<file path="src/ccss_defines.svh">
/*
 * Constants of the clock source select and start-up block: fuse codes,
 * control/status bit positions, reset values and start-up delay counts.
 * Assumes inclusion by the design and checker files of this block.
 */
`ifndef CCSS_DEFINES_SVH
`define CCSS_DEFINES_SVH

// Clock source select codes
`define CCSS_SEL_PLL        4'h1
`define CCSS_SEL_RC8M       4'h2
`define CCSS_SEL_RC128K     4'h3
`define CCSS_SEL_LFXO_MSB   2'h1

// Start-up time select codes
`define CCSS_SUT_00         2'h0
`define CCSS_SUT_01         2'h1
`define CCSS_SUT_10         2'h2
`define CCSS_SUT_11         2'h3

// PLL control/status field positions
`define CCSS_PCS_LOCK_BIT   0
`define CCSS_PCS_EN_BIT     1
`define CCSS_PCS_LSM_BIT    7
`define CCSS_PCS_RESET      8'h00

// Delay counts, watchdog oscillator cycles
`define CCSS_WDT_NONE       16'h0000
`define CCSS_WDT_4MS        16'h0200
`define CCSS_WDT_64MS       16'h2000

// Delay counts, selected source cycles
`define CCSS_CK_NONE        16'h0000
`define CCSS_CK_6           16'h0006
`define CCSS_CK_14          16'h000E
`define CCSS_CK_1K          16'h0400
`define CCSS_CK_14_1K       16'h040E
`define CCSS_CK_14_16K      16'h400E
`define CCSS_CK_32K         16'h8000

// Clock dividers
`define CCSS_PLL_SYS_DIV_W  2
`define CCSS_RC_DIV8_W      3

`endif

</file>
<file path="src/ccss_pkg.sv">
/*
 * Types of the clock source select and start-up block.
 * Assumes ccss_defines.svh is on the include path.
 */
package ccss_pkg;

    typedef enum logic [1:0] {
        CCSS_RESET_DELAY,
        CCSS_RUN,
        CCSS_SLEEP,
        CCSS_WAKE_DELAY
    } ccss_mode_t;

    typedef struct packed {
        logic        low_speed_mode_bit;
        logic        enable;
        logic        lock;
    } ccss_pll_ctl_t;

    typedef struct packed {
        ccss_mode_t      mode;
        logic            ms_phase;
        logic [7:0]      cal;
        ccss_pll_ctl_t   pll;
        logic [1:0]      pll_div;
        logic [2:0]      rc_div;
        logic            ref_half;
        logic            sys_clk_en;
        logic            pll_ref_tick;
        logic            rc_osc_on;
        logic            pll_run;
        logic            cpu_run;
        logic            lsm_refused;
    } ccss_state_t;

    typedef struct packed {
        logic        clear;
        logic [15:0] count;
        logic        done;
    } ccss_cnt_state_t;

endpackage

</file>
<file path="src/ccss_delay_counter.sv">
/*
 * Start-up delay counter: counts tick enables up to a target.
 * Assumes one clock; i_tick is a one-cycle enable from an oscillator.
 */
`timescale 1ns/1ps
`include "ccss_defines.svh"

module ccss_delay_counter (
    // Clock and reset
    input  wire logic        i_clk,
    input  wire logic        i_sys_rst,
    // Control
    input  wire logic        i_clear,
    input  wire logic        i_tick,
    input  wire logic [15:0] i_target,
    // Status
    output logic             o_done
);
    ccss_pkg::ccss_cnt_state_t st;
    ccss_pkg::ccss_cnt_state_t next_st;

    always_comb begin
        next_st = st;
        if (i_clear) begin
            next_st.count = 16'h0000;
        end else if (i_tick && (st.count < i_target)) begin
            next_st.count = st.count + 16'h0001;
        end
        next_st.done  = !i_clear && (next_st.count >= i_target);
        next_st.clear = i_clear;
    end

    always_ff @(posedge i_clk) begin
        if (i_sys_rst) begin
            st <= '0;
        end else begin
            st <= next_st;
        end
    end

    assign o_done = st.done;
endmodule

</file>
<file path="src/ccss_top.sv">
/*
 * Clock source selection and start-up delay control.
 * Fuse codes choose PLL, 8 MHz RC, 128 kHz RC or watch crystal as system
 * clock; reset and wake-up delays are counted before the CPU may run.
 * Assumes oscillators appear as one-cycle tick enables synchronous to
 * i_clk, fuses are static levels, and sleep requests come from the core.
 */
//
// Summary of operation
// - PLL multiplies its 8 MHz RC reference by eight, 64 MHz nominal.
// - PLL runs only with source code 0001 and PLL enable set.
// - Power-down and standby switch off the RC oscillator and PLL.
// - Low speed mode feeds PLL the RC output halved, 32 MHz; not reached here, the PLL runs only with code 0001, where the bit is refused.
// - Low speed mode write refused while PLL drives the system clock.
// - Lock flag set once PLL reports lock.
// - Source code 0001 gives PLL output divided by four as system clock.
// - PLL start-up: 14CK plus 1K/16K plus 4/64 ms; reset delay 4 ms.
// - Source code 0010 selects calibrated 8 MHz RC, the default.
// - Divide-by-eight fuse divides the RC system clock by eight.
// - Every reset loads factory calibration into the calibration register.
// - RC start-up 6 CK; reset delay 14CK, +4 ms or +64 ms by code.
// - Reset-pin-disable fuse stretches the 14CK reset delay by 4 ms.
// - Reset time-out always timed by the watchdog oscillator.
// - Source code 0011 selects the 128 kHz oscillator.
// - 128 kHz start-up 6 CK; reset delay 14CK, +4 ms or +64 ms.
// - Source codes 01xx select the 32.768 kHz watch crystal.
// - Crystal start-up 1K/1K/32K CK with 4/64/64 ms reset delay.
// - Start-up cycle delays count cycles of the selected source.
// - Millisecond delays count 512 or 8192 watchdog oscillator cycles.
`timescale 1ns/1ps
`include "ccss_defines.svh"

module ccss_top (
    // Clock and reset
    input  wire logic       i_clk,
    input  wire logic       i_sys_rst,
    // Fuses, high means programmed
    input  wire logic [3:0] i_clock_source_select,
    input  wire logic [1:0] i_startup_time_select,
    input  wire logic       i_divide_by_eight_fuse,
    input  wire logic       i_reset_pin_disable_fuse,
    input  wire logic [7:0] i_factory_cal,
    // Oscillator tick enables
    input  wire logic       i_rc_tick,
    input  wire logic       i_lf128_tick,
    input  wire logic       i_xtal32_tick,
    input  wire logic       i_pll_tick,
    input  wire logic       i_wdt_tick,
    input  wire logic       i_pll_locked,
    // Sleep request, power-down or standby
    input  wire logic       i_deep_sleep,
    // Software writes
    input  wire logic       i_pcs_wr,
    input  wire logic [7:0] i_pcs_wdata,
    input  wire logic       i_cal_wr,
    input  wire logic [7:0] i_cal_wdata,
    // Status and clock control
    output logic [7:0]      o_pll_control_status,
    output logic [7:0]      o_osc_calibration_value,
    output logic            o_rc_osc_on,
    output logic            o_pll_run,
    output logic            o_pll_ref_tick,
    output logic            o_sys_clk_en,
    output logic            o_cpu_run,
    output logic            o_lsm_refused
);

    ////////////////////////////////////////////////////////////////////////
    // Source decode

    // Codes outside the four sources give no tick: no system clock,
    // and a delay that needs source cycles never ends
    logic sel_pll;
    logic sel_rc;
    logic sel_128k;
    logic sel_xtal;
    logic src_tick;

    assign sel_pll  = (i_clock_source_select == `CCSS_SEL_PLL);
    assign sel_rc   = (i_clock_source_select == `CCSS_SEL_RC8M);
    assign sel_128k = (i_clock_source_select == `CCSS_SEL_RC128K);
    assign sel_xtal = (i_clock_source_select[3:2] == `CCSS_SEL_LFXO_MSB);

    // Undivided tick of the selected source
    always_comb begin
        src_tick = 1'b0;
        if (sel_pll) begin
            src_tick = i_pll_tick;
        end else if (sel_rc) begin
            src_tick = i_rc_tick;
        end else if (sel_128k) begin
            src_tick = i_lf128_tick;
        end else if (sel_xtal) begin
            src_tick = i_xtal32_tick;
        end
    end

    ////////////////////////////////////////////////////////////////////////
    // Delay targets

    // Reset: millisecond phase first, then source cycles
    // Wake-up reuses both phases with its own targets
    // A zero target costs a cycle or two, never a tick
    // Reserved start-up code 11 falls through to the longest delay
    logic        is_reset_delay;
    logic [15:0] ms_target;
    logic [15:0] ck_target;

    always_comb begin
        ms_target = `CCSS_WDT_NONE;
        ck_target = `CCSS_CK_NONE;
        if (sel_pll) begin
            if (is_reset_delay) begin
                ms_target = `CCSS_WDT_4MS;
            end else begin
                ms_target = i_startup_time_select[1] ? `CCSS_WDT_64MS
                                                     : `CCSS_WDT_4MS;
                ck_target = i_startup_time_select[0] ? `CCSS_CK_14_16K
                                                     : `CCSS_CK_14_1K;
            end
        end else if (sel_xtal) begin
            ck_target = (i_startup_time_select[1]) ? `CCSS_CK_32K
                                                   : `CCSS_CK_1K;
            if (is_reset_delay) begin
                ms_target = (i_startup_time_select == `CCSS_SUT_00)
                            ? `CCSS_WDT_4MS : `CCSS_WDT_64MS;
            end
        end else begin
            if (is_reset_delay) begin
                ck_target = `CCSS_CK_14;
                case (i_startup_time_select)
                    `CCSS_SUT_00: begin
                        ms_target = i_reset_pin_disable_fuse
                                    ? `CCSS_WDT_4MS : `CCSS_WDT_NONE;
                    end
                    `CCSS_SUT_01: begin
                        ms_target = `CCSS_WDT_4MS;
                    end
                    default: begin
                        ms_target = `CCSS_WDT_64MS;
                    end
                endcase
            end else begin
                ck_target = `CCSS_CK_6;
            end
        end
    end

    ////////////////////////////////////////////////////////////////////////
    // State

    ccss_pkg::ccss_state_t st;
    ccss_pkg::ccss_state_t next_st;
    logic                  cnt_clear;
    logic                  cnt_tick;
    logic [15:0]           cnt_target;
    logic                  cnt_done;

    assign is_reset_delay = (st.mode == ccss_pkg::CCSS_RESET_DELAY);
    // Milliseconds from the watchdog oscillator, cycles from the source
    assign cnt_tick   = st.ms_phase ? i_wdt_tick : src_tick;
    assign cnt_target = st.ms_phase ? ms_target : ck_target;

    ccss_delay_counter u_delay (
        .i_clk    (i_clk),
        .i_sys_rst(i_sys_rst),
        .i_clear  (cnt_clear),
        .i_tick   (cnt_tick),
        .i_target (cnt_target),
        .o_done   (cnt_done)
    );

    // One counter for both phases, cleared at every phase change
    // so a done left from the previous phase is never seen
    always_comb begin
        next_st             = st;
        cnt_clear           = 1'b0;
        next_st.lsm_refused = 1'b0;

        // Start-up sequencing
        case (st.mode)
            ccss_pkg::CCSS_RESET_DELAY,
            ccss_pkg::CCSS_WAKE_DELAY: begin
                if (cnt_done) begin
                    cnt_clear = 1'b1;
                    if (st.ms_phase) begin
                        next_st.ms_phase = 1'b0;
                    end else begin
                        next_st.mode = ccss_pkg::CCSS_RUN;
                    end
                end
            end
            ccss_pkg::CCSS_RUN: begin
                if (i_deep_sleep) begin
                    next_st.mode = ccss_pkg::CCSS_SLEEP;
                end
            end
            ccss_pkg::CCSS_SLEEP: begin
                if (!i_deep_sleep) begin
                    next_st.mode     = ccss_pkg::CCSS_WAKE_DELAY;
                    next_st.ms_phase = 1'b1;
                    cnt_clear        = 1'b1;
                end
            end
            default: begin
                next_st.mode = ccss_pkg::CCSS_RESET_DELAY;
            end
        endcase

        // Software access
        if (i_cal_wr) begin
            next_st.cal = i_cal_wdata;
        end
        // Refused low speed request still lets the enable bit
        // of the same write take effect
        if (i_pcs_wr) begin
            next_st.pll.enable = i_pcs_wdata[`CCSS_PCS_EN_BIT];
            if (sel_pll && i_pcs_wdata[`CCSS_PCS_LSM_BIT]) begin
                next_st.pll.low_speed_mode_bit     = 1'b0;
                next_st.lsm_refused = 1'b1;
            end else begin
                next_st.pll.low_speed_mode_bit = i_pcs_wdata[`CCSS_PCS_LSM_BIT];
            end
        end

        // Oscillator and PLL power
        // Taken from the next mode so oscillator, PLL and lock
        // all drop on the edge that enters sleep
        next_st.rc_osc_on = (next_st.mode != ccss_pkg::CCSS_SLEEP);
        next_st.pll_run   = sel_pll && next_st.pll.enable
                            && next_st.rc_osc_on;
        // Lock never survives a PLL stop; it must be regained
        next_st.pll.lock  = next_st.pll_run && i_pll_locked;

        // PLL reference, full or halved RC clock
        // Halving keeps its own toggle, apart from the system divider
        next_st.pll_ref_tick = 1'b0;
        if (st.pll_run && i_rc_tick) begin
            next_st.ref_half = !st.ref_half;
            next_st.pll_ref_tick = !st.pll.low_speed_mode_bit || st.ref_half;
        end

        // System clock enable
        // Dividers keep counting in the delay states and hold in sleep, so the enable phase
        // after wake-up is arbitrary; only the rate is fixed
        next_st.sys_clk_en = 1'b0;
        if (sel_pll && st.pll_run && i_pll_tick) begin
            next_st.pll_div    = st.pll_div + 2'h1;
            next_st.sys_clk_en = (st.pll_div == 2'h3);
        end else if (sel_rc && st.rc_osc_on && i_rc_tick) begin
            next_st.rc_div     = st.rc_div + 3'h1;
            next_st.sys_clk_en = !i_divide_by_eight_fuse
                                 || (st.rc_div == 3'h7);
        end else if ((sel_128k && i_lf128_tick)
                     || (sel_xtal && i_xtal32_tick)) begin
            next_st.sys_clk_en = 1'b1;
        end
        if (next_st.mode != ccss_pkg::CCSS_RUN) begin
            next_st.sys_clk_en = 1'b0;
        end

        // CPU runs only in the run state
        next_st.cpu_run = (next_st.mode == ccss_pkg::CCSS_RUN);
    end

    // Calibration and enable reload on every reset cycle, so a
    // held reset follows a changing factory byte
    always_ff @(posedge i_clk) begin
        if (i_sys_rst) begin
            st            <= '0;
            st.mode       <= ccss_pkg::CCSS_RESET_DELAY;
            st.ms_phase   <= 1'b1;
            st.cal        <= i_factory_cal;
            st.pll.enable <= sel_pll;
            st.rc_osc_on  <= 1'b1;
        end else begin
            st <= next_st;
        end
    end

    ////////////////////////////////////////////////////////////////////////
    // Outputs

    always_comb begin
        // Unused status bits read as zero
        o_pll_control_status                      = `CCSS_PCS_RESET;
        o_pll_control_status[`CCSS_PCS_LOCK_BIT]  = st.pll.lock;
        o_pll_control_status[`CCSS_PCS_EN_BIT]    = st.pll.enable;
        o_pll_control_status[`CCSS_PCS_LSM_BIT]   = st.pll.low_speed_mode_bit;
    end

    assign o_osc_calibration_value = st.cal;
    assign o_rc_osc_on             = st.rc_osc_on;
    assign o_pll_run               = st.pll_run;
    assign o_pll_ref_tick          = st.pll_ref_tick;
    assign o_sys_clk_en            = st.sys_clk_en;
    assign o_cpu_run               = st.cpu_run;
    assign o_lsm_refused           = st.lsm_refused;
endmodule

</file>
<file path="config.mk">
export PLATFORM = sky130hd
export DESIGN_NAME = ccss_top
export DESIGN_NICKNAME = d
export VERILOG_FILES = /design/src/ccss_pkg.sv /design/src/ccss_delay_counter.sv /design/src/ccss_top.sv
export VERILOG_INCLUDE_DIRS = /design/src
export SDC_FILE = /design/constraint.sdc
export NUM_CORES = 1
export LEC_CHECK = 0
export BUFFER_PORTS_ARGS = -buffer_cell sky130_fd_sc_hd__buf_2
export CORE_MARGIN = 2
export CORE_UTILIZATION = 51
export CTS_BUF_LIST = sky130_fd_sc_hd__clkbuf_2
export CTS_CLUSTER_DIAMETER = 200
export DETAILED_ROUTE_END_ITERATION = 8
export GPL_ROUTABILITY_DRIVEN = 0
export PLACE_DENSITY = 0.79
export RECOVER_POWER = 100
export REMOVE_ABC_BUFFERS = 1
export SLEW_MARGIN = 15
export SYNTH_ARGS = -nofsm -noshare
export SYNTH_HDL_FRONTEND = slang
export SYNTH_SLANG_ARGS = --single-unit
</file>
<file path="constraint.sdc">
create_clock -name i_clk -period 4.6 [get_ports i_clk]
set_input_delay 0.46 -clock i_clk [delete_from_list [all_inputs] [get_ports i_clk]]
set_output_delay 0.46 -clock i_clk [all_outputs]
set_load 0.005 [all_outputs]
</file>
Word level (Yosys, flattened, before mapping)
Cells that the tools add are included.
{ "word_totals": {"register_bits": 43, "in_bits": 43, "out_inout_bits": 22} }
{ "op_classes": {"n_addsub": 3, "magnitude_cmp": 2, "eq_ne": 15, "mux": 47, "bitwise_logic": 3, "reduce_logical": 30} }
{ "op_table": {"columns": ["cell", "count"], "rows": [
  ["two-way mux 16 bit", 8],
  ["two-way mux 14 bit", 5],
  ["two-way mux 15 bit", 2],
  ["case mux 14 bit (2 select lines)", 1],
  ["two-way mux 23 bit", 1],
  ["adder 16 x 1 -> 16 bit, second input constant", 1],
  ["greater-or-equal comparator 16 bit", 1],
  ["< comparator 16 bit", 1],
  ["two-way mux 1 bit", 16],
  ["logical AND 1 bit", 13],
  ["two-way mux 3 bit", 4],
  ["two-way mux 10 bit", 1],
  ["equality test 2 x 1 -> 1 bit, second input constant", 4],
  ["equality test 4 x 2 -> 1 bit, second input constant", 2],
  ["two-way mux 2 bit", 4],
  ["two-way mux 8 bit", 1],
  ["OR reduction 2 bit", 4],
  ["equality test 2 bit, second input constant", 3],
  ["case mux 2 bit (3 select lines)", 1],
  ["equality test 4 x 1 -> 1 bit, second input constant", 1],
  ["logical NOT 1 bit", 4],
  ["logical NOT 2 bit", 2],
  ["two-way mux 4 bit", 1],
  ["!= test 2 x 1 -> 1 bit, second input constant", 2],
  ["10 further kinds", 17]
]} }

Depth between registers and ports, before layout
Gate-level depths: netlist of run 1.
{ "logic_depth": {"depth_word": 12, "mapped_depth": 21, "mapped_depth_nobuf": 20} }

Modules after synthesis
Synthesis of run 1 repeated with hierarchy kept, for this count alone.
{ "unflattened": {"cells_unflattened": 354, "area_unflattened_um2": 3146.8} }
{ "by_module_without_submodules": {"columns": ["mod", "n_inst", "cells_per_inst", "area_per_inst_um2", "seq_area_each_um2"], "rows": [
  ["ccss_delay_counter", 1, 205, 1644.1, 340.3],
  ["ccss_top", 1, 149, 1502.7, 600.6]
]} }

Worst setup path before layout of run 1
Ideal clock, no wire load.
{ "synth_path": {"path_kind": "input -> register", "startpoint": "in i_clock_source_select[2]", "endpoint": "reg u_delay.st (netlist bit u_delay.o_done)", "setup_ps": 116, "t_arrival_ps": 4404, "setup_slack_ps": 80, "path_stages": 20, "path_cell_list": "or4b_2 clkbuf_1 xnor2_1 a32o_1 nand2_1 ha_1 or4_4 a21oi_4 o21ai_4 nor3_4 nand2_1 xnor2_1 nor2b_1 ha_1 a21o_1 a21oi_1 nand2_1 mux2i_1 nand4_1 a41o_1"} }
{ "synth_rtl": {"columns": ["item", "line_no", "rtl"], "rows": [
  ["start, declared", "ccss_top.sv:38", "input wire logic [3:0] i_clock_source_select,"],
  ["end signal, assigned", "ccss_delay_counter.sv:37", "st <= next_st;"],
  ["end, declared", "ccss_delay_counter.sv:19", "ccss_pkg::ccss_cnt_state_t st;"]
]} }

Worst setup path in the final report of run 1
{ "layout_path": {"startpoint": "in i_clock_source_select[2]", "endpoint": "reg u_delay.st (netlist bit u_delay.o_done)"} }
{ "layout_between": {"elab_chain_cells": 11} }
{ "layout_lines": {"columns": ["item", "line_no", "rtl"], "rows": [
  ["branches (longest 9 deep; another with < comparator 16 bit)", null, null],
  ["greater-or-equal comparator 16 bit *", "ccss_delay_counter.sv:29", "next_st.done = !i_clear && (next_st.count >= i_target);"],
  ["logical AND 1 bit *", "ccss_delay_counter.sv:29", null]
]} }
Every way passes the cells marked *.
A chain may end at the register's enable or synchronous reset.

==> impl_results.html, run 1 <==
<table>
<tr><th>Metric</th><th>Value</th></tr>
<tr><th colspan="2">Synthesis</th></tr>
<tr><td>Share of Yosys cell area claimed by the top area cell type</td><td>24.7%</td></tr>
<tr><td>Yosys warnings</td><td>0</td></tr>
<tr><td>Portion of the post-synthesis area used by sequential elements</td><td>33.1%</td></tr>
<tr><td>Share of synthesized flip-flops with an asynchronous set or reset</td><td>0%</td></tr>
<tr><td>Count of state elements after synthesis</td><td>43</td></tr>
<tr><td>Cells taking the most area after synthesis</td><td>dfxtp_1 (25%), ha_1 (9.7%), edfxtp_1 (8.5%)</td></tr>
<tr><td>Number of standard cells after synthesis</td><td>305</td></tr>
<tr><td>EDFF count, synth</td><td>8</td></tr>
<tr><td>Mean cell area of the mapped netlist</td><td>9.32 um2</td></tr>
<tr><td>Dominant combinational cell family by area after synthesis</td><td>simple AND/OR/NAND/NOR gates</td></tr>
<tr><td>Area share of fa/ha/maj cells after synthesis</td><td>9.69%</td></tr>
<tr><td>Flip-flop cell with the highest count after synthesis</td><td>dfxtp_1</td></tr>
<tr><td>Xor/xnor cell area share of the yosys netlist</td><td>6.74%</td></tr>
<tr><td>Synth area leader</td><td>dfxtp_1</td></tr>
<tr><td>Post-synthesis instance area</td><td>0.00284 mm2</td></tr>
<tr><td>Commonest cells in the netlist</td><td>dfxtp_1 (35), nor2_1 (33), nand2_1 (24)</td></tr>
<tr><td>Multiplexer area fraction after synthesis</td><td>5.28%</td></tr>
<tr><td>Distinct cells, synth</td><td>63</td></tr>
<tr><td>Share of the synthesized area in compound gates (AO/OA/AOI/OAI)</td><td>11.5%</td></tr>
<tr><td>Cell with the most instances after synthesis</td><td>dfxtp_1</td></tr>
<tr><td>Simple-Gate Fraction of Synth Area</td><td>26.2%</td></tr>
<tr><th colspan="2">Placement</th></tr>
<tr><td>Area after detailed placement</td><td>0.00320 mm2</td></tr>
<tr><td>Detailed-placement wirelength estimate</td><td>4580 um</td></tr>
<tr><td>IO Port Bufs</td><td>53</td></tr>
<tr><td>DP Worst Slack</td><td>-0.253 ns</td></tr>
<tr><th colspan="2">Floorplan</th></tr>
<tr><td>Std cell rows</td><td>27</td></tr>
<tr><td>Die Y</td><td>78.6 um</td></tr>
<tr><td>Count of boundary I/O pins</td><td>65</td></tr>
<tr><td>Die extent in x</td><td>78.6 um</td></tr>
<tr><td>Initial Utilization</td><td>52.2%</td></tr>
<tr><td>Floorplan core area</td><td>0.00544 mm2</td></tr>
<tr><td>Die area</td><td>0.00618 mm2</td></tr>
<tr><th colspan="2">Clock network</th></tr>
<tr><td>Clock tree from TritonCTS</td><td>done</td></tr>
<tr><td>Number of H-tree levels</td><td>2</td></tr>
<tr><td>CTS Hold Bufs</td><td>0</td></tr>
<tr><td>Clock latency reported for the late side of the worst-skew pair</td><td>0.42 ns</td></tr>
<tr><td>Total clock sinks</td><td>43</td></tr>
<tr><td>Total CTS buffers</td><td>5</td></tr>
<tr><td>Deepest clock path buffer count</td><td>2</td></tr>
<tr><td>Clock root buffer</td><td>clkbuf_2</td></tr>
<tr><td>Clock transition at the registers of the reported paths</td><td>0.22 ns</td></tr>
<tr><th colspan="2">STA</th></tr>
<tr><td>Total negative setup slack</td><td>0 ns</td></tr>
<tr><td>Max frequency</td><td>0.227 GHz</td></tr>
<tr><td>Final critical-path share of the clock period</td><td>95.9%</td></tr>
<tr><td>Worst setup skew after layout</td><td>0.0204 ns</td></tr>
<tr><td>PnR worst setup slack</td><td>0.190 ns</td></tr>
<tr><td>Setup-failing EPs final</td><td>0</td></tr>
<tr><td>Post-route minimum period</td><td>4.41 ns</td></tr>
<tr><td>Max-Slew Margin vs Limit</td><td>8.38%</td></tr>
<tr><td>Count of endpoints failing hold in the final timing report</td><td>0</td></tr>
<tr><td>Unrepaired setup endpoints after global routing</td><td>false</td></tr>
<tr><td>Max-slew violations</td><td>0</td></tr>
<tr><td>Slew at the pin closest to its max-slew limit</td><td>1.37 ns</td></tr>
<tr><th colspan="2">Detailed routing</th></tr>
<tr><td>Pre-antenna DRT Iters</td><td>4</td></tr>
<tr><td>First DRT Iteration DRCs</td><td>107</td></tr>
<tr><td>Per-cell via count in the routed design</td><td>5.31</td></tr>
<tr><td># DRC</td><td>0</td></tr>
<tr><td>Average wire length per cell after detail routing</td><td>13.5 um</td></tr>
<tr><td>Post-route ant nets</td><td>0</td></tr>
<tr><td>Routed wire length</td><td>5900 um</td></tr>
<tr><td>Via count</td><td>2,326</td></tr>
<tr><th colspan="2">GRT</th></tr>
<tr><td>Total overflow reported by the global router</td><td>0</td></tr>
<tr><td>Wire length of the first global-routing pass</td><td>9380 um</td></tr>
<tr><td>Total track usage</td><td>19.2%</td></tr>
<tr><td>Maximum number of pins on one net before global-route repair</td><td>31</td></tr>
<tr><td>Vias in the first global route</td><td>2,176</td></tr>
<tr><td>Antenna violations before repair</td><td>0</td></tr>
<tr><th colspan="2">Critical path</th></tr>
<tr><td>Critical Path Sink Type</td><td>flip-flop</td></tr>
<tr><td>Slowest stage delay, CP</td><td>0.74 ns</td></tr>
<tr><td>Data arrival time of the critical path</td><td>4.74 ns</td></tr>
<tr><td>Critical path startpoint category</td><td>primary input</td></tr>
<tr><td>Category of the critical setup timing path</td><td>primary input to flip-flop</td></tr>
<tr><td>Cell Chain, Critical Path</td><td>buf_2 &gt; or4b_2 &gt; xnor2_1 &gt; a32o_1 &gt; nand2_1 &gt; ha_1 &gt; or4_4 &gt; a21oi_4 &gt; o21ai_4 &gt; nor3_4 &gt; buf_4 &gt; mux2i_1 &gt; or2_0 &gt; ha_1 &gt; inv_1 &gt; a21o_1 &gt; a21oi_2 &gt; nand2_1 &gt; mux2i_1 &gt; nand4_1 &gt; a41o_1</td></tr>
<tr><td>Crit path max-delay cell type</td><td>or4b_2</td></tr>
<tr><td>Kind of cell with the highest combined delay on the critical path</td><td>simple AND/OR/NAND/NOR gates</td></tr>
<tr><td>Worst Path Max Fanout</td><td>6</td></tr>
<tr><td>Worst Path Buf+Inv</td><td>3</td></tr>
<tr><td>Worst Path Required</td><td>4.93 ns</td></tr>
<tr><th colspan="2">Final layout</th></tr>
<tr><td>Sequential cell area in the final layout</td><td>941 um2</td></tr>
<tr><td>Area added between synthesis and finish</td><td>14.5%</td></tr>
<tr><td>Fill cell total of the finished layout</td><td>488</td></tr>
<tr><td>Share of cells above drive strength 1</td><td>27.0%</td></tr>
<tr><td>Final standard cell area without fillers</td><td>0.00325 mm2</td></tr>
<tr><td>Area of the multi-input gates</td><td>0.00169 mm2</td></tr>
<tr><td>Nets</td><td>430</td></tr>
<tr><td>Inserted Diodes</td><td>0</td></tr>
<tr><th colspan="2">Pwr</th></tr>
<tr><td>Maximum ir drop on the vdd rail</td><td>0.000256 V</td></tr>
<tr><td>Leakage Power</td><td>0.00136 uW</td></tr>
<tr><td>Pwr per Cell Area</td><td>372 mW/mm2</td></tr>
<tr><th colspan="2">Hold path</th></tr>
<tr><td>Class of the tightest hold or removal check</td><td>primary input to flip-flop</td></tr>
<tr><th colspan="2">Run status</th></tr>
<tr><td>Status</td><td>completed</td></tr>
<tr><th colspan="2">Run</th></tr>
<tr><td>Max_cap viols</td><td>0</td></tr>
</table>
## kinds of logic (layout without fill, tap and decap cells)
logic type      count (synthesis)  after routing
compound gates                 41             41
xor+xnor                       21             21
fa+ha+maj                      22             22
buf+inv                        36             93
flops                          43             43
mux                            14             14
other cells                     1              5
simple gates                  127            127
## per-stage QoR
| step | instances | hold slack, ns | util (%) | power [uW] |
|---|---|---|---|---|
| floorplan | 284 | 0.434 | - | 770 |
| global placement | 429 | 0.446 | 58.8 | 918 |
| detailed placement | 429 | 0.453 | 58.8 | 933 |
| CTS | 437 | 0.195 | 60.4 | 1210 |
| global route | 438 | 0.197 | 59.8 | 1280 |
| finish | 438 | 0.219 | 59.8 | 1210 |
## routing by layer
layer	part of all wire [%]	vias up	wire, um	global-route usage [%]
met4	1.9	0	112	8.77
met3	3.7	10	220	2.76
met2	50	59	2930	33.8
met5	0	-	0	0
li1	-	1190	-	-
met1	45	1067	2640	23.0
## power breakdown
part / internal, uW / switching [uW]
registers: 415 / 41.5
clock network: 149 / 126
logic: 219 / 259
## cells in the final DEF (no fill, tap or decap), drive strengths merged, types with 2 or more instances in the layout
master	netlist	layout
or4b	3	3
a211oi	2	2
mux2i	6	6
a41o	2	2
nor2b	5	5
conb	1	5
nor4	9	9
xor2	13	13
buf	18	60
inv	11	11
nor3	9	9
nand2b	4	4
a21o	4	4
nand3	13	13
a21oi	17	17
clkbuf	7	20
ha	22	22
xnor2	8	8
nand4	6	6
and2	3	3
nor2	33	33
or2	4	4
dfxtp	35	35
nand2	24	24
edfxtp	8	8
bufinv	0	2
mux2	8	8
o211ai	2	2
and3	4	4
o21ai	4	4
o21bai	2	2
## worst paths after layout
| check | end | from | slack, ns | cells after the start |
|---|---|---|---|---|
| hold / removal | o_pll_control_status[0]$_SDFF_PP0_ | i_pll_locked | 0.22 | 2 |
| setup / recovery | u_delay.o_done$_SDFF_PP0_ | i_clock_source_select[2] | 0.19 | 21 |
| hold reg to reg | st[8]$_SDFFE_PP0P_ | st[8]$_SDFFE_PP0P_ | 0.48 | 2 |
| setup reg to reg | u_delay.o_done$_SDFF_PP0_ | st[24]$_SDFF_PP0_ | 0.31 | 21 |
## flip-flops by register name, summed over array words and instances (netlist names)
name                     flops
o_rc_osc_on                  1
o_pll_ref_tick               1
o_lsm_refused                1
u_delay.st                  16
o_pll_run                    1
o_osc_calibration_value      8
u_delay.o_done               1
o_sys_clk_en                 1
o_pll_control_status         3
o_cpu_run                    1
st                           9
## area by class of cell
class	count	share of cell area, %
Sequential cell	43	28.9
Inverter	11	1.27
Clock buffer	6	0.923
Multi-Input combinational cell	230	52.1
Timing Repair Buffer	74	12.2
Clock inverter	2	1.85
Tap cell	72	2.77
## what timing repair did
item / 4_1_cts / 5_1_grt
resized for setup: 0 / 3
setup buffers: 0 / 1
endpoints found under the setup margin: 0 / 1
No activity file was read; power rests on OpenSTA's default activity.
==> inputs of run 2 (changes only) <==
--- a/config.mk
+++ b/config.mk
@@ -6,14 +6,13 @@
 export SDC_FILE = /design/constraint.sdc
 export NUM_CORES = 1
 export LEC_CHECK = 0
-export BUFFER_PORTS_ARGS = -buffer_cell sky130_fd_sc_hd__buf_2
 export CORE_MARGIN = 2
-export CORE_UTILIZATION = 51
+export CORE_UTILIZATION = 40
 export CTS_BUF_LIST = sky130_fd_sc_hd__clkbuf_2
 export CTS_CLUSTER_DIAMETER = 200
 export DETAILED_ROUTE_END_ITERATION = 8
+export DONT_BUFFER_PORTS = 1
 export GPL_ROUTABILITY_DRIVEN = 0
-export PLACE_DENSITY = 0.79
 export RECOVER_POWER = 100
 export REMOVE_ABC_BUFFERS = 1
 export SLEW_MARGIN = 15
==> impl_results.html, run 2 (synthesis results as in run 1) <==
<table>
<tr><th>Metric</th><th>Value</th></tr>
<tr><th colspan="2">Run status</th></tr>
<tr><td>Status</td><td>completed</td></tr>
<tr><th colspan="2">Clock network</th></tr>
<tr><td>Clock root buffer</td><td>clkbuf_2</td></tr>
<tr><td>Clock tree from TritonCTS</td><td>done</td></tr>
<tr><td>Number of H-tree levels</td><td>2 (unchanged)</td></tr>
<tr><td>Total CTS buffers</td><td>5 (unchanged)</td></tr>
<tr><td>Clock transition at the registers of the reported paths</td><td>0.24 ns (+0.02 ns)</td></tr>
<tr><td>Deepest clock path buffer count</td><td>2 (unchanged)</td></tr>
<tr><td>CTS Hold Bufs</td><td>0 (unchanged)</td></tr>
<tr><td>Total clock sinks</td><td>43 (unchanged)</td></tr>
<tr><td>Clock latency reported for the late side of the worst-skew pair</td><td>0.41 ns (about the same)</td></tr>
<tr><th colspan="2">Final layout</th></tr>
<tr><td>Max reg flops</td><td>16 (unchanged)</td></tr>
<tr><td>Final standard cell area without fillers</td><td>0.00300 mm2 (-7.8%)</td></tr>
<tr><td>Area added between synthesis and finish</td><td>5.59%</td></tr>
<tr><td>Nets</td><td>374 (-13%)</td></tr>
<tr><td>Leading cell type in the layout, fill and taps excluded</td><td>dfxtp_1</td></tr>
<tr><td>Share of cells above drive strength 1</td><td>16.8% (-10 points)</td></tr>
<tr><td>Largest register by flop count</td><td>u_delay.st</td></tr>
<tr><td>Final cell count without fillers</td><td>406 (-7.3%)</td></tr>
<tr><td>Most used cells in the layout excluding fill and tap cells</td><td>dfxtp_1 (34), nor2_1 (33), nand2_1 (24)</td></tr>
<tr><td>Inserted Diodes</td><td>0 (unchanged)</td></tr>
<tr><th colspan="2">Critical path</th></tr>
<tr><td>Worst Path Buf+Inv</td><td>2 (-1)</td></tr>
<tr><td>Data arrival time of the critical path</td><td>4.66 ns (-0.08 ns)</td></tr>
<tr><td>Logic depth of the worst setup path including buffers</td><td>20 (-4.8%)</td></tr>
<tr><td>Critical path startpoint category</td><td>primary input</td></tr>
<tr><td>Category of the critical setup timing path</td><td>primary input to flip-flop</td></tr>
<tr><td>Cell Chain, Critical Path</td><td>or4b_2 &gt; xnor2_1 &gt; a32o_1 &gt; nand2_1 &gt; ha_1 &gt; or4_4 &gt; a21oi_4 &gt; o21ai_4 &gt; nor3_4 &gt; buf_4 &gt; mux2i_1 &gt; or2_0 &gt; ha_1 &gt; inv_1 &gt; a21o_1 &gt; a21oi_1 &gt; nand2_1 &gt; mux2i_1 &gt; nand4_1 &gt; a41o_1</td></tr>
<tr><td>Number of cells on the worst reg-to-reg path</td><td>21 (unchanged)</td></tr>
<tr><td>Worst Path Required</td><td>4.93 ns (about the same)</td></tr>
<tr><td>Crit path max-delay cell type</td><td>or4b_2</td></tr>
<tr><td>Slowest stage delay, CP</td><td>0.73 ns (about the same)</td></tr>
<tr><td>Kind of cell with the highest combined delay on the critical path</td><td>simple AND/OR/NAND/NOR gates</td></tr>
<tr><td>Worst Path Max Fanout</td><td>6 (unchanged)</td></tr>
<tr><td>Critical Path Sink Type</td><td>flip-flop</td></tr>
<tr><th colspan="2">Detailed routing</th></tr>
<tr><td># DRC</td><td>0 (unchanged)</td></tr>
<tr><td>Via count</td><td>2,093 (-10%)</td></tr>
<tr><td>Per-cell via count in the routed design</td><td>5.16 (-2.9%)</td></tr>
<tr><td>Pre-antenna DRT Iters</td><td>4 (unchanged)</td></tr>
<tr><td>Average wire length per cell after detail routing</td><td>14.3 um (+6.1%)</td></tr>
<tr><td>Routed wire length</td><td>5800 um (-1.7%)</td></tr>
<tr><td>Post-route ant nets</td><td>0 (unchanged)</td></tr>
<tr><td>First DRT Iteration DRCs</td><td>57 (-47%)</td></tr>
<tr><th colspan="2">Floorplan</th></tr>
<tr><td>Die area</td><td>0.00779 mm2 (+26%)</td></tr>
<tr><td>Die Y</td><td>88.3 um (+12%)</td></tr>
<tr><td>Std cell rows</td><td>30 (+11%)</td></tr>
<tr><td>Die extent in x</td><td>88.3 um (+12%)</td></tr>
<tr><td>Floorplan core area</td><td>0.00683 mm2 (+26%)</td></tr>
<tr><td>Initial Utilization</td><td>41.6% (-11 points)</td></tr>
<tr><td>Count of boundary I/O pins</td><td>65 (unchanged)</td></tr>
<tr><th colspan="2">STA</th></tr>
<tr><td>Post-route minimum period</td><td>4.33 ns (-0.0792 ns)</td></tr>
<tr><td>Slew at the pin closest to its max-slew limit</td><td>0.867 ns (-0.507 ns)</td></tr>
<tr><td>Unrepaired setup endpoints after global routing</td><td>false</td></tr>
<tr><td>Max-Slew Margin vs Limit</td><td>41.6% (+33 points)</td></tr>
<tr><td>Max frequency</td><td>0.231 GHz (+1.8%)</td></tr>
<tr><td>Worst setup skew after layout</td><td>0.0188 ns (-0.00163 ns)</td></tr>
<tr><td>Setup-failing EPs final</td><td>0 (unchanged)</td></tr>
<tr><td>Max-slew violations</td><td>0 (unchanged)</td></tr>
<tr><td>Count of endpoints failing hold in the final timing report</td><td>0 (unchanged)</td></tr>
<tr><td>Final critical-path share of the clock period</td><td>94.1% (-1.7 points)</td></tr>
<tr><th colspan="2">Run</th></tr>
<tr><td>Max_cap viols</td><td>0 (unchanged)</td></tr>
<tr><th colspan="2">Pwr</th></tr>
<tr><td>Pwr per Cell Area</td><td>390 mW/mm2 (+4.9%)</td></tr>
<tr><td>Maximum ir drop on the vdd rail</td><td>0.000191 V (-25%)</td></tr>
<tr><td>Leakage Power</td><td>0.00117 uW (-15%)</td></tr>
<tr><th colspan="2">Placement</th></tr>
<tr><td># placed instances</td><td>398 (-7.2%)</td></tr>
<tr><td>Area after detailed placement</td><td>0.00295 mm2 (-7.8%)</td></tr>
<tr><td>IO Port Bufs</td><td>0 (-100%)</td></tr>
<tr><td>Detailed-placement wirelength estimate</td><td>4450 um (-2.6%)</td></tr>
<tr><th colspan="2">GRT</th></tr>
<tr><td>Wire length of the first global-routing pass</td><td>9200 um (-1.9%)</td></tr>
<tr><td>Antenna violations before repair</td><td>0 (unchanged)</td></tr>
<tr><td>Vias in the first global route</td><td>1,893 (-13%)</td></tr>
<tr><td>Maximum number of pins on one net before global-route repair</td><td>31 (unchanged)</td></tr>
<tr><td>Total overflow reported by the global router</td><td>0 (unchanged)</td></tr>
<tr><td>Total track usage</td><td>15.1% (-4.1 points)</td></tr>
<tr><th colspan="2">Hold path</th></tr>
<tr><td>Count of cells along the worst hold path</td><td>1 (-1)</td></tr>
<tr><td>Class of the tightest hold or removal check</td><td>primary input to flip-flop</td></tr>
</table>
run 2: timing repair:
action	in CTS	in global routing
setup buffers	0	0
endpoints found under the setup margin	0	1
gates resized for setup	0	3
run 2: path summary, 6_finish.rpt:
kind                                          startpoint                         to  slack [ns]
worst min register to register        st[8]$_SDFFE_PP0P_         st[8]$_SDFFE_PP0P_        0.47
worst min-delay path                           i_sys_rst   u_delay.st[2]$_SDFF_PP0_        0.09
worst max-delay path            i_clock_source_select[2]  u_delay.o_done$_SDFF_PP0_        0.27
worst max register to register         st[24]$_SDFF_PP0_  u_delay.o_done$_SDFF_PP0_        0.33
run 2: per-layer routing:
metal  track usage [%]  part of all wire [%]  wire length [um]
met1              21.6                    49              2830
met2              23.3                    47              2750
met3              2.80                   2.6               149
met4              4.55                   1.3                74
met5                 0                     0                 0
run 2: power breakdown:
part	switching [uW]	leakage (uW)	total (uW)	internal, uW
Combinational	242	0.000748	434	192
Sequential	42.4	0.000365	458	416
Clock	128	0.0000532	277	149
run 2: stage by stage:
stage	worst slack [ns]	power, uW	setup TNS (ns)	utilization, %	hold WS (ns)
CTS	0.214	1190	0	44.4	0.0607
global route	0.0401	1250	0	43.9	0.0269
finish	0.269	1170	0	43.9	0.0877
floorplan	0.0832	770	0	-	0.434
global placement	-0.158	904	-0.158	43.1	0.442
detailed placement	-0.209	910	-0.209	43.1	0.446
run 2: area by class of cell:
class	count	area, um2
fillers	712	3830
multi-input cells	230	1680
flip-flops and latches	43	942
repair buffers	18	124
well taps	96	120
clock inverters	2	60.1
inverters	11	41.3
clock buffers	6	30.0
==> inputs of run 3 (changes only) <==
--- a/config.mk
+++ b/config.mk
@@ -13,6 +13,7 @@
 export DETAILED_ROUTE_END_ITERATION = 8
 export DONT_BUFFER_PORTS = 1
 export GPL_ROUTABILITY_DRIVEN = 0
+export PLACE_DENSITY_LB_ADDON = 0.3
 export RECOVER_POWER = 100
 export REMOVE_ABC_BUFFERS = 1
 export SLEW_MARGIN = 15
==> impl_results.html, run 3 (synthesis results as in run 1) <==
<table>
<tr><th>Metric</th><th>Value</th></tr>
<tr><th colspan="2">Detailed routing</th></tr>
<tr><td>Pre-antenna DRT Iters</td><td>4 (unchanged)</td></tr>
<tr><td>Via count</td><td>2,094 (+0.048%)</td></tr>
<tr><td>Post-route ant nets</td><td>0 (unchanged)</td></tr>
<tr><td># DRC</td><td>0 (unchanged)</td></tr>
<tr><td>Per-cell via count in the routed design</td><td>5.12 (-0.69%)</td></tr>
<tr><td>First DRT Iteration DRCs</td><td>67 (+18%)</td></tr>
<tr><td>Routed wire length</td><td>5740 um (-1.1%)</td></tr>
<tr><td>Average wire length per cell after detail routing</td><td>14.0 um (-1.8%)</td></tr>
<tr><th colspan="2">STA</th></tr>
<tr><td>Slew at the pin closest to its max-slew limit</td><td>0.883 ns (+0.0152 ns)</td></tr>
<tr><td>Count of endpoints failing hold in the final timing report</td><td>0 (unchanged)</td></tr>
<tr><td>Total negative setup slack</td><td>0 ns (unchanged)</td></tr>
<tr><td>Setup-failing EPs final</td><td>0 (unchanged)</td></tr>
<tr><td>Max-Slew Margin vs Limit</td><td>40.6% (-1.0 points)</td></tr>
<tr><td>Worst setup skew after layout</td><td>0.0207 ns (+0.00186 ns)</td></tr>
<tr><td>PnR worst setup slack</td><td>0.297 ns (+0.0276 ns)</td></tr>
<tr><td>Unrepaired setup endpoints after global routing</td><td>false</td></tr>
<tr><td>Hold Worst Slack</td><td>0.0690 ns (-0.0187 ns)</td></tr>
<tr><td>Max-slew violations</td><td>0 (unchanged)</td></tr>
<tr><td>Max frequency</td><td>0.232 GHz (+0.64%)</td></tr>
<tr><td>Final critical-path share of the clock period</td><td>93.5% (-0.60 points)</td></tr>
<tr><td>Post-route minimum period</td><td>4.30 ns (-0.0276 ns)</td></tr>
<tr><th colspan="2">Final layout</th></tr>
<tr><td>Most used cells in the layout excluding fill and tap cells</td><td>dfxtp_1 (34), nor2_1 (33), nand2_1 (24)</td></tr>
<tr><td>Fill cell total of the finished layout</td><td>707 (-0.70%)</td></tr>
<tr><td>Max reg flops</td><td>16 (unchanged)</td></tr>
<tr><td>Area added between synthesis and finish</td><td>5.64% (about the same)</td></tr>
<tr><td>Inserted Diodes</td><td>0 (unchanged)</td></tr>
<tr><td>Leading cell type in the layout, fill and taps excluded</td><td>dfxtp_1</td></tr>
<tr><td>Nets</td><td>377 (+0.80%)</td></tr>
<tr><td>Largest register by flop count</td><td>u_delay.st</td></tr>
<tr><td>Share of cells above drive strength 1</td><td>16.6% (-0.16 points)</td></tr>
<tr><th colspan="2">Floorplan</th></tr>
<tr><td>Die area</td><td>0.00779 mm2 (unchanged)</td></tr>
<tr><td>Count of boundary I/O pins</td><td>65 (unchanged)</td></tr>
<tr><td>Floorplan core area</td><td>0.00683 mm2 (unchanged)</td></tr>
<tr><td>Initial Utilization</td><td>41.6% (unchanged)</td></tr>
<tr><td>Std cell rows</td><td>30 (unchanged)</td></tr>
<tr><td>Die extent in x</td><td>88.3 um (unchanged)</td></tr>
<tr><td>Die Y</td><td>88.3 um (unchanged)</td></tr>
<tr><th colspan="2">Clock network</th></tr>
<tr><td>Number of H-tree levels</td><td>2 (unchanged)</td></tr>
<tr><td>CTS Hold Bufs</td><td>0 (unchanged)</td></tr>
<tr><td>Clock tree from TritonCTS</td><td>done</td></tr>
<tr><td>Total clock sinks</td><td>43 (unchanged)</td></tr>
<tr><td>Post-CTS setup buffer count</td><td>0 (unchanged)</td></tr>
<tr><td>Deepest clock path buffer count</td><td>2 (unchanged)</td></tr>
<tr><td>Number of gates resized after cts</td><td>0 (unchanged)</td></tr>
<tr><td>Clock latency reported for the late side of the worst-skew pair</td><td>0.42 ns (about the same)</td></tr>
<tr><td>Clock transition at the registers of the reported paths</td><td>0.23 ns (about the same)</td></tr>
<tr><td>Clock root buffer</td><td>clkbuf_2</td></tr>
<tr><td>Total CTS buffers</td><td>5 (unchanged)</td></tr>
<tr><th colspan="2">Hold path</th></tr>
<tr><td>Class of the tightest hold or removal check</td><td>primary input to flip-flop</td></tr>
<tr><th colspan="2">Critical path</th></tr>
<tr><td>Crit path max-delay cell type</td><td>or4b_2</td></tr>
<tr><td>Worst Path Max Fanout</td><td>6 (unchanged)</td></tr>
<tr><td>Slowest stage delay, CP</td><td>0.72 ns (about the same)</td></tr>
<tr><td>Data arrival time of the critical path</td><td>4.65 ns (about the same)</td></tr>
<tr><td>Category of the critical setup timing path</td><td>primary input to flip-flop</td></tr>
<tr><td>Critical Path Sink Type</td><td>flip-flop</td></tr>
<tr><td>Worst Path Buf+Inv</td><td>2 (unchanged)</td></tr>
<tr><td>Critical path startpoint category</td><td>primary input</td></tr>
<tr><td>Kind of cell with the highest combined delay on the critical path</td><td>simple AND/OR/NAND/NOR gates</td></tr>
<tr><td>Cell Chain, Critical Path</td><td>or4b_2 &gt; xnor2_1 &gt; a32o_1 &gt; nand2_1 &gt; ha_1 &gt; or4_4 &gt; a21oi_4 &gt; o21ai_4 &gt; nor3_1 &gt; buf_4 &gt; mux2i_1 &gt; or2_0 &gt; ha_1 &gt; inv_1 &gt; a21o_1 &gt; a21oi_1 &gt; nand2_1 &gt; mux2i_1 &gt; nand4_1 &gt; a41o_1</td></tr>
<tr><td>Worst Path Required</td><td>4.95 ns (+0.02 ns)</td></tr>
<tr><th colspan="2">Pwr</th></tr>
<tr><td>Post-layout power</td><td>1160 uW (-0.69%)</td></tr>
<tr><td>Clock network fraction of total power</td><td>24.0% (+0.3 points)</td></tr>
<tr><td>Part of the power in registers</td><td>39.5% (+0.3 points)</td></tr>
<tr><td>Maximum ir drop on the vdd rail</td><td>0.000240 V (+26%)</td></tr>
<tr><td>Switch Pwr</td><td>401 uW (-2.8%)</td></tr>
<tr><td>Pwr per Cell Area</td><td>387 mW/mm2 (-0.73%)</td></tr>
<tr><td>Part of the power in combinational logic</td><td>36.5% (-0.6 points)</td></tr>
<tr><td>Proportion of total power due to net switching</td><td>34.5% (-0.76 points)</td></tr>
<tr><td>Leakage Power</td><td>0.00117 uW (+0.53%)</td></tr>
<tr><td>Cell Int Power</td><td>760 uW (+0.47%)</td></tr>
<tr><th colspan="2">GRT</th></tr>
<tr><td>Vias in the first global route</td><td>1,978 (+4.5%)</td></tr>
<tr><td>Maximum number of pins on one net before global-route repair</td><td>31 (unchanged)</td></tr>
<tr><td>Antenna violations before repair</td><td>0 (unchanged)</td></tr>
<tr><td>Total track usage</td><td>15.1% (-0.061 points)</td></tr>
<tr><td>Wire length of the first global-routing pass</td><td>9160 um (-0.37%)</td></tr>
<tr><td>Total overflow reported by the global router</td><td>0 (unchanged)</td></tr>
<tr><th colspan="2">Run status</th></tr>
<tr><td>Status</td><td>completed</td></tr>
<tr><th colspan="2">Run</th></tr>
<tr><td>Max_cap viols</td><td>0 (unchanged)</td></tr>
<tr><th colspan="2">Placement</th></tr>
<tr><td>DP Worst Slack</td><td>-0.115 ns (+0.0940 ns)</td></tr>
<tr><td>IO Port Bufs</td><td>0 (unchanged)</td></tr>
<tr><td>Detailed-placement wirelength estimate</td><td>4480 um (+0.46%)</td></tr>
</table>
[run 3: cell types whose count changed in the layout (fill, tap and decap cells not counted)]
cell | previous run | this run
clkbuf_1 | 3 | 4
nor4_2 | 1 | 0
nor3_4 | 1 | 0
buf_4 | 15 | 17
nor3_1 | 7 | 8
nor4_1 | 6 | 7
[run 3: worst paths after layout]
check | slack [ns] | end | from | cells past startpoint
min reg2reg | 0.47 | st[8]$_SDFFE_PP0P_ | st[8]$_SDFFE_PP0P_ | 2
min | 0.07 | st[9]$_SDFFE_PP0P_ | i_sys_rst | 1
max reg2reg | 0.32 | u_delay.o_done$_SDFF_PP0_ | st[24]$_SDFF_PP0_ | 21
max | 0.30 | u_delay.o_done$_SDFF_PP0_ | i_clock_source_select[2] | 20
[run 3: power by group through the flow]
stage / clock network (uW) / registers [uW] / logic [uW]
6_report: 279 / 459 / 423
5_1_grt: 296 / 465 / 477
4_1_cts: 285 / 460 / 448
3_5_place_dp: 0 / 468 / 445
3_3_place_gp: 0 / 467 / 443
2_1_floorplan: 0 / 454 / 316
[run 3: final cells by class]
| cell class | instances | area (um2) | area share, % |
|---|---|---|---|
| Sequential cell | 43 | 942 | 31.4 |
| Timing Repair Buffer | 21 | 143 | 4.75 |
| Inverter | 11 | 41.3 | 1.38 |
| Multi-Input combinational cell | 230 | 1670 | 55.5 |
| Clock inverter | 2 | 60.1 | 2.00 |
| Clock buffer | 6 | 30.0 | 1.00 |
| Tap cell | 96 | 120 | 4.00 |
[run 3: metrics by stage]
| stage | instance area [um2] | util, % | instances |
|---|---|---|---|
| floorplan | 2690 | - | 284 |
| global placement | 2970 | 43.4 | 401 |
| detailed placement | 2970 | 43.4 | 401 |
| CTS | 3060 | 44.8 | 409 |
| global route | 3000 | 43.9 | 409 |
| finish | 3000 | 43.9 | 409 |
[run 3: metal layers]
| layer | vias up | global-route usage [%] | share of wire [%] |
|---|---|---|---|
| met5 | - | 0 | 0 |
| met1 | 980 | 20.5 | 48 |
| li1 | 1076 | - | - |
| met2 | 29 | 23.4 | 48 |
| met3 | 9 | 3.45 | 2.8 |
| met4 | 0 | 5.51 | 1.7 |
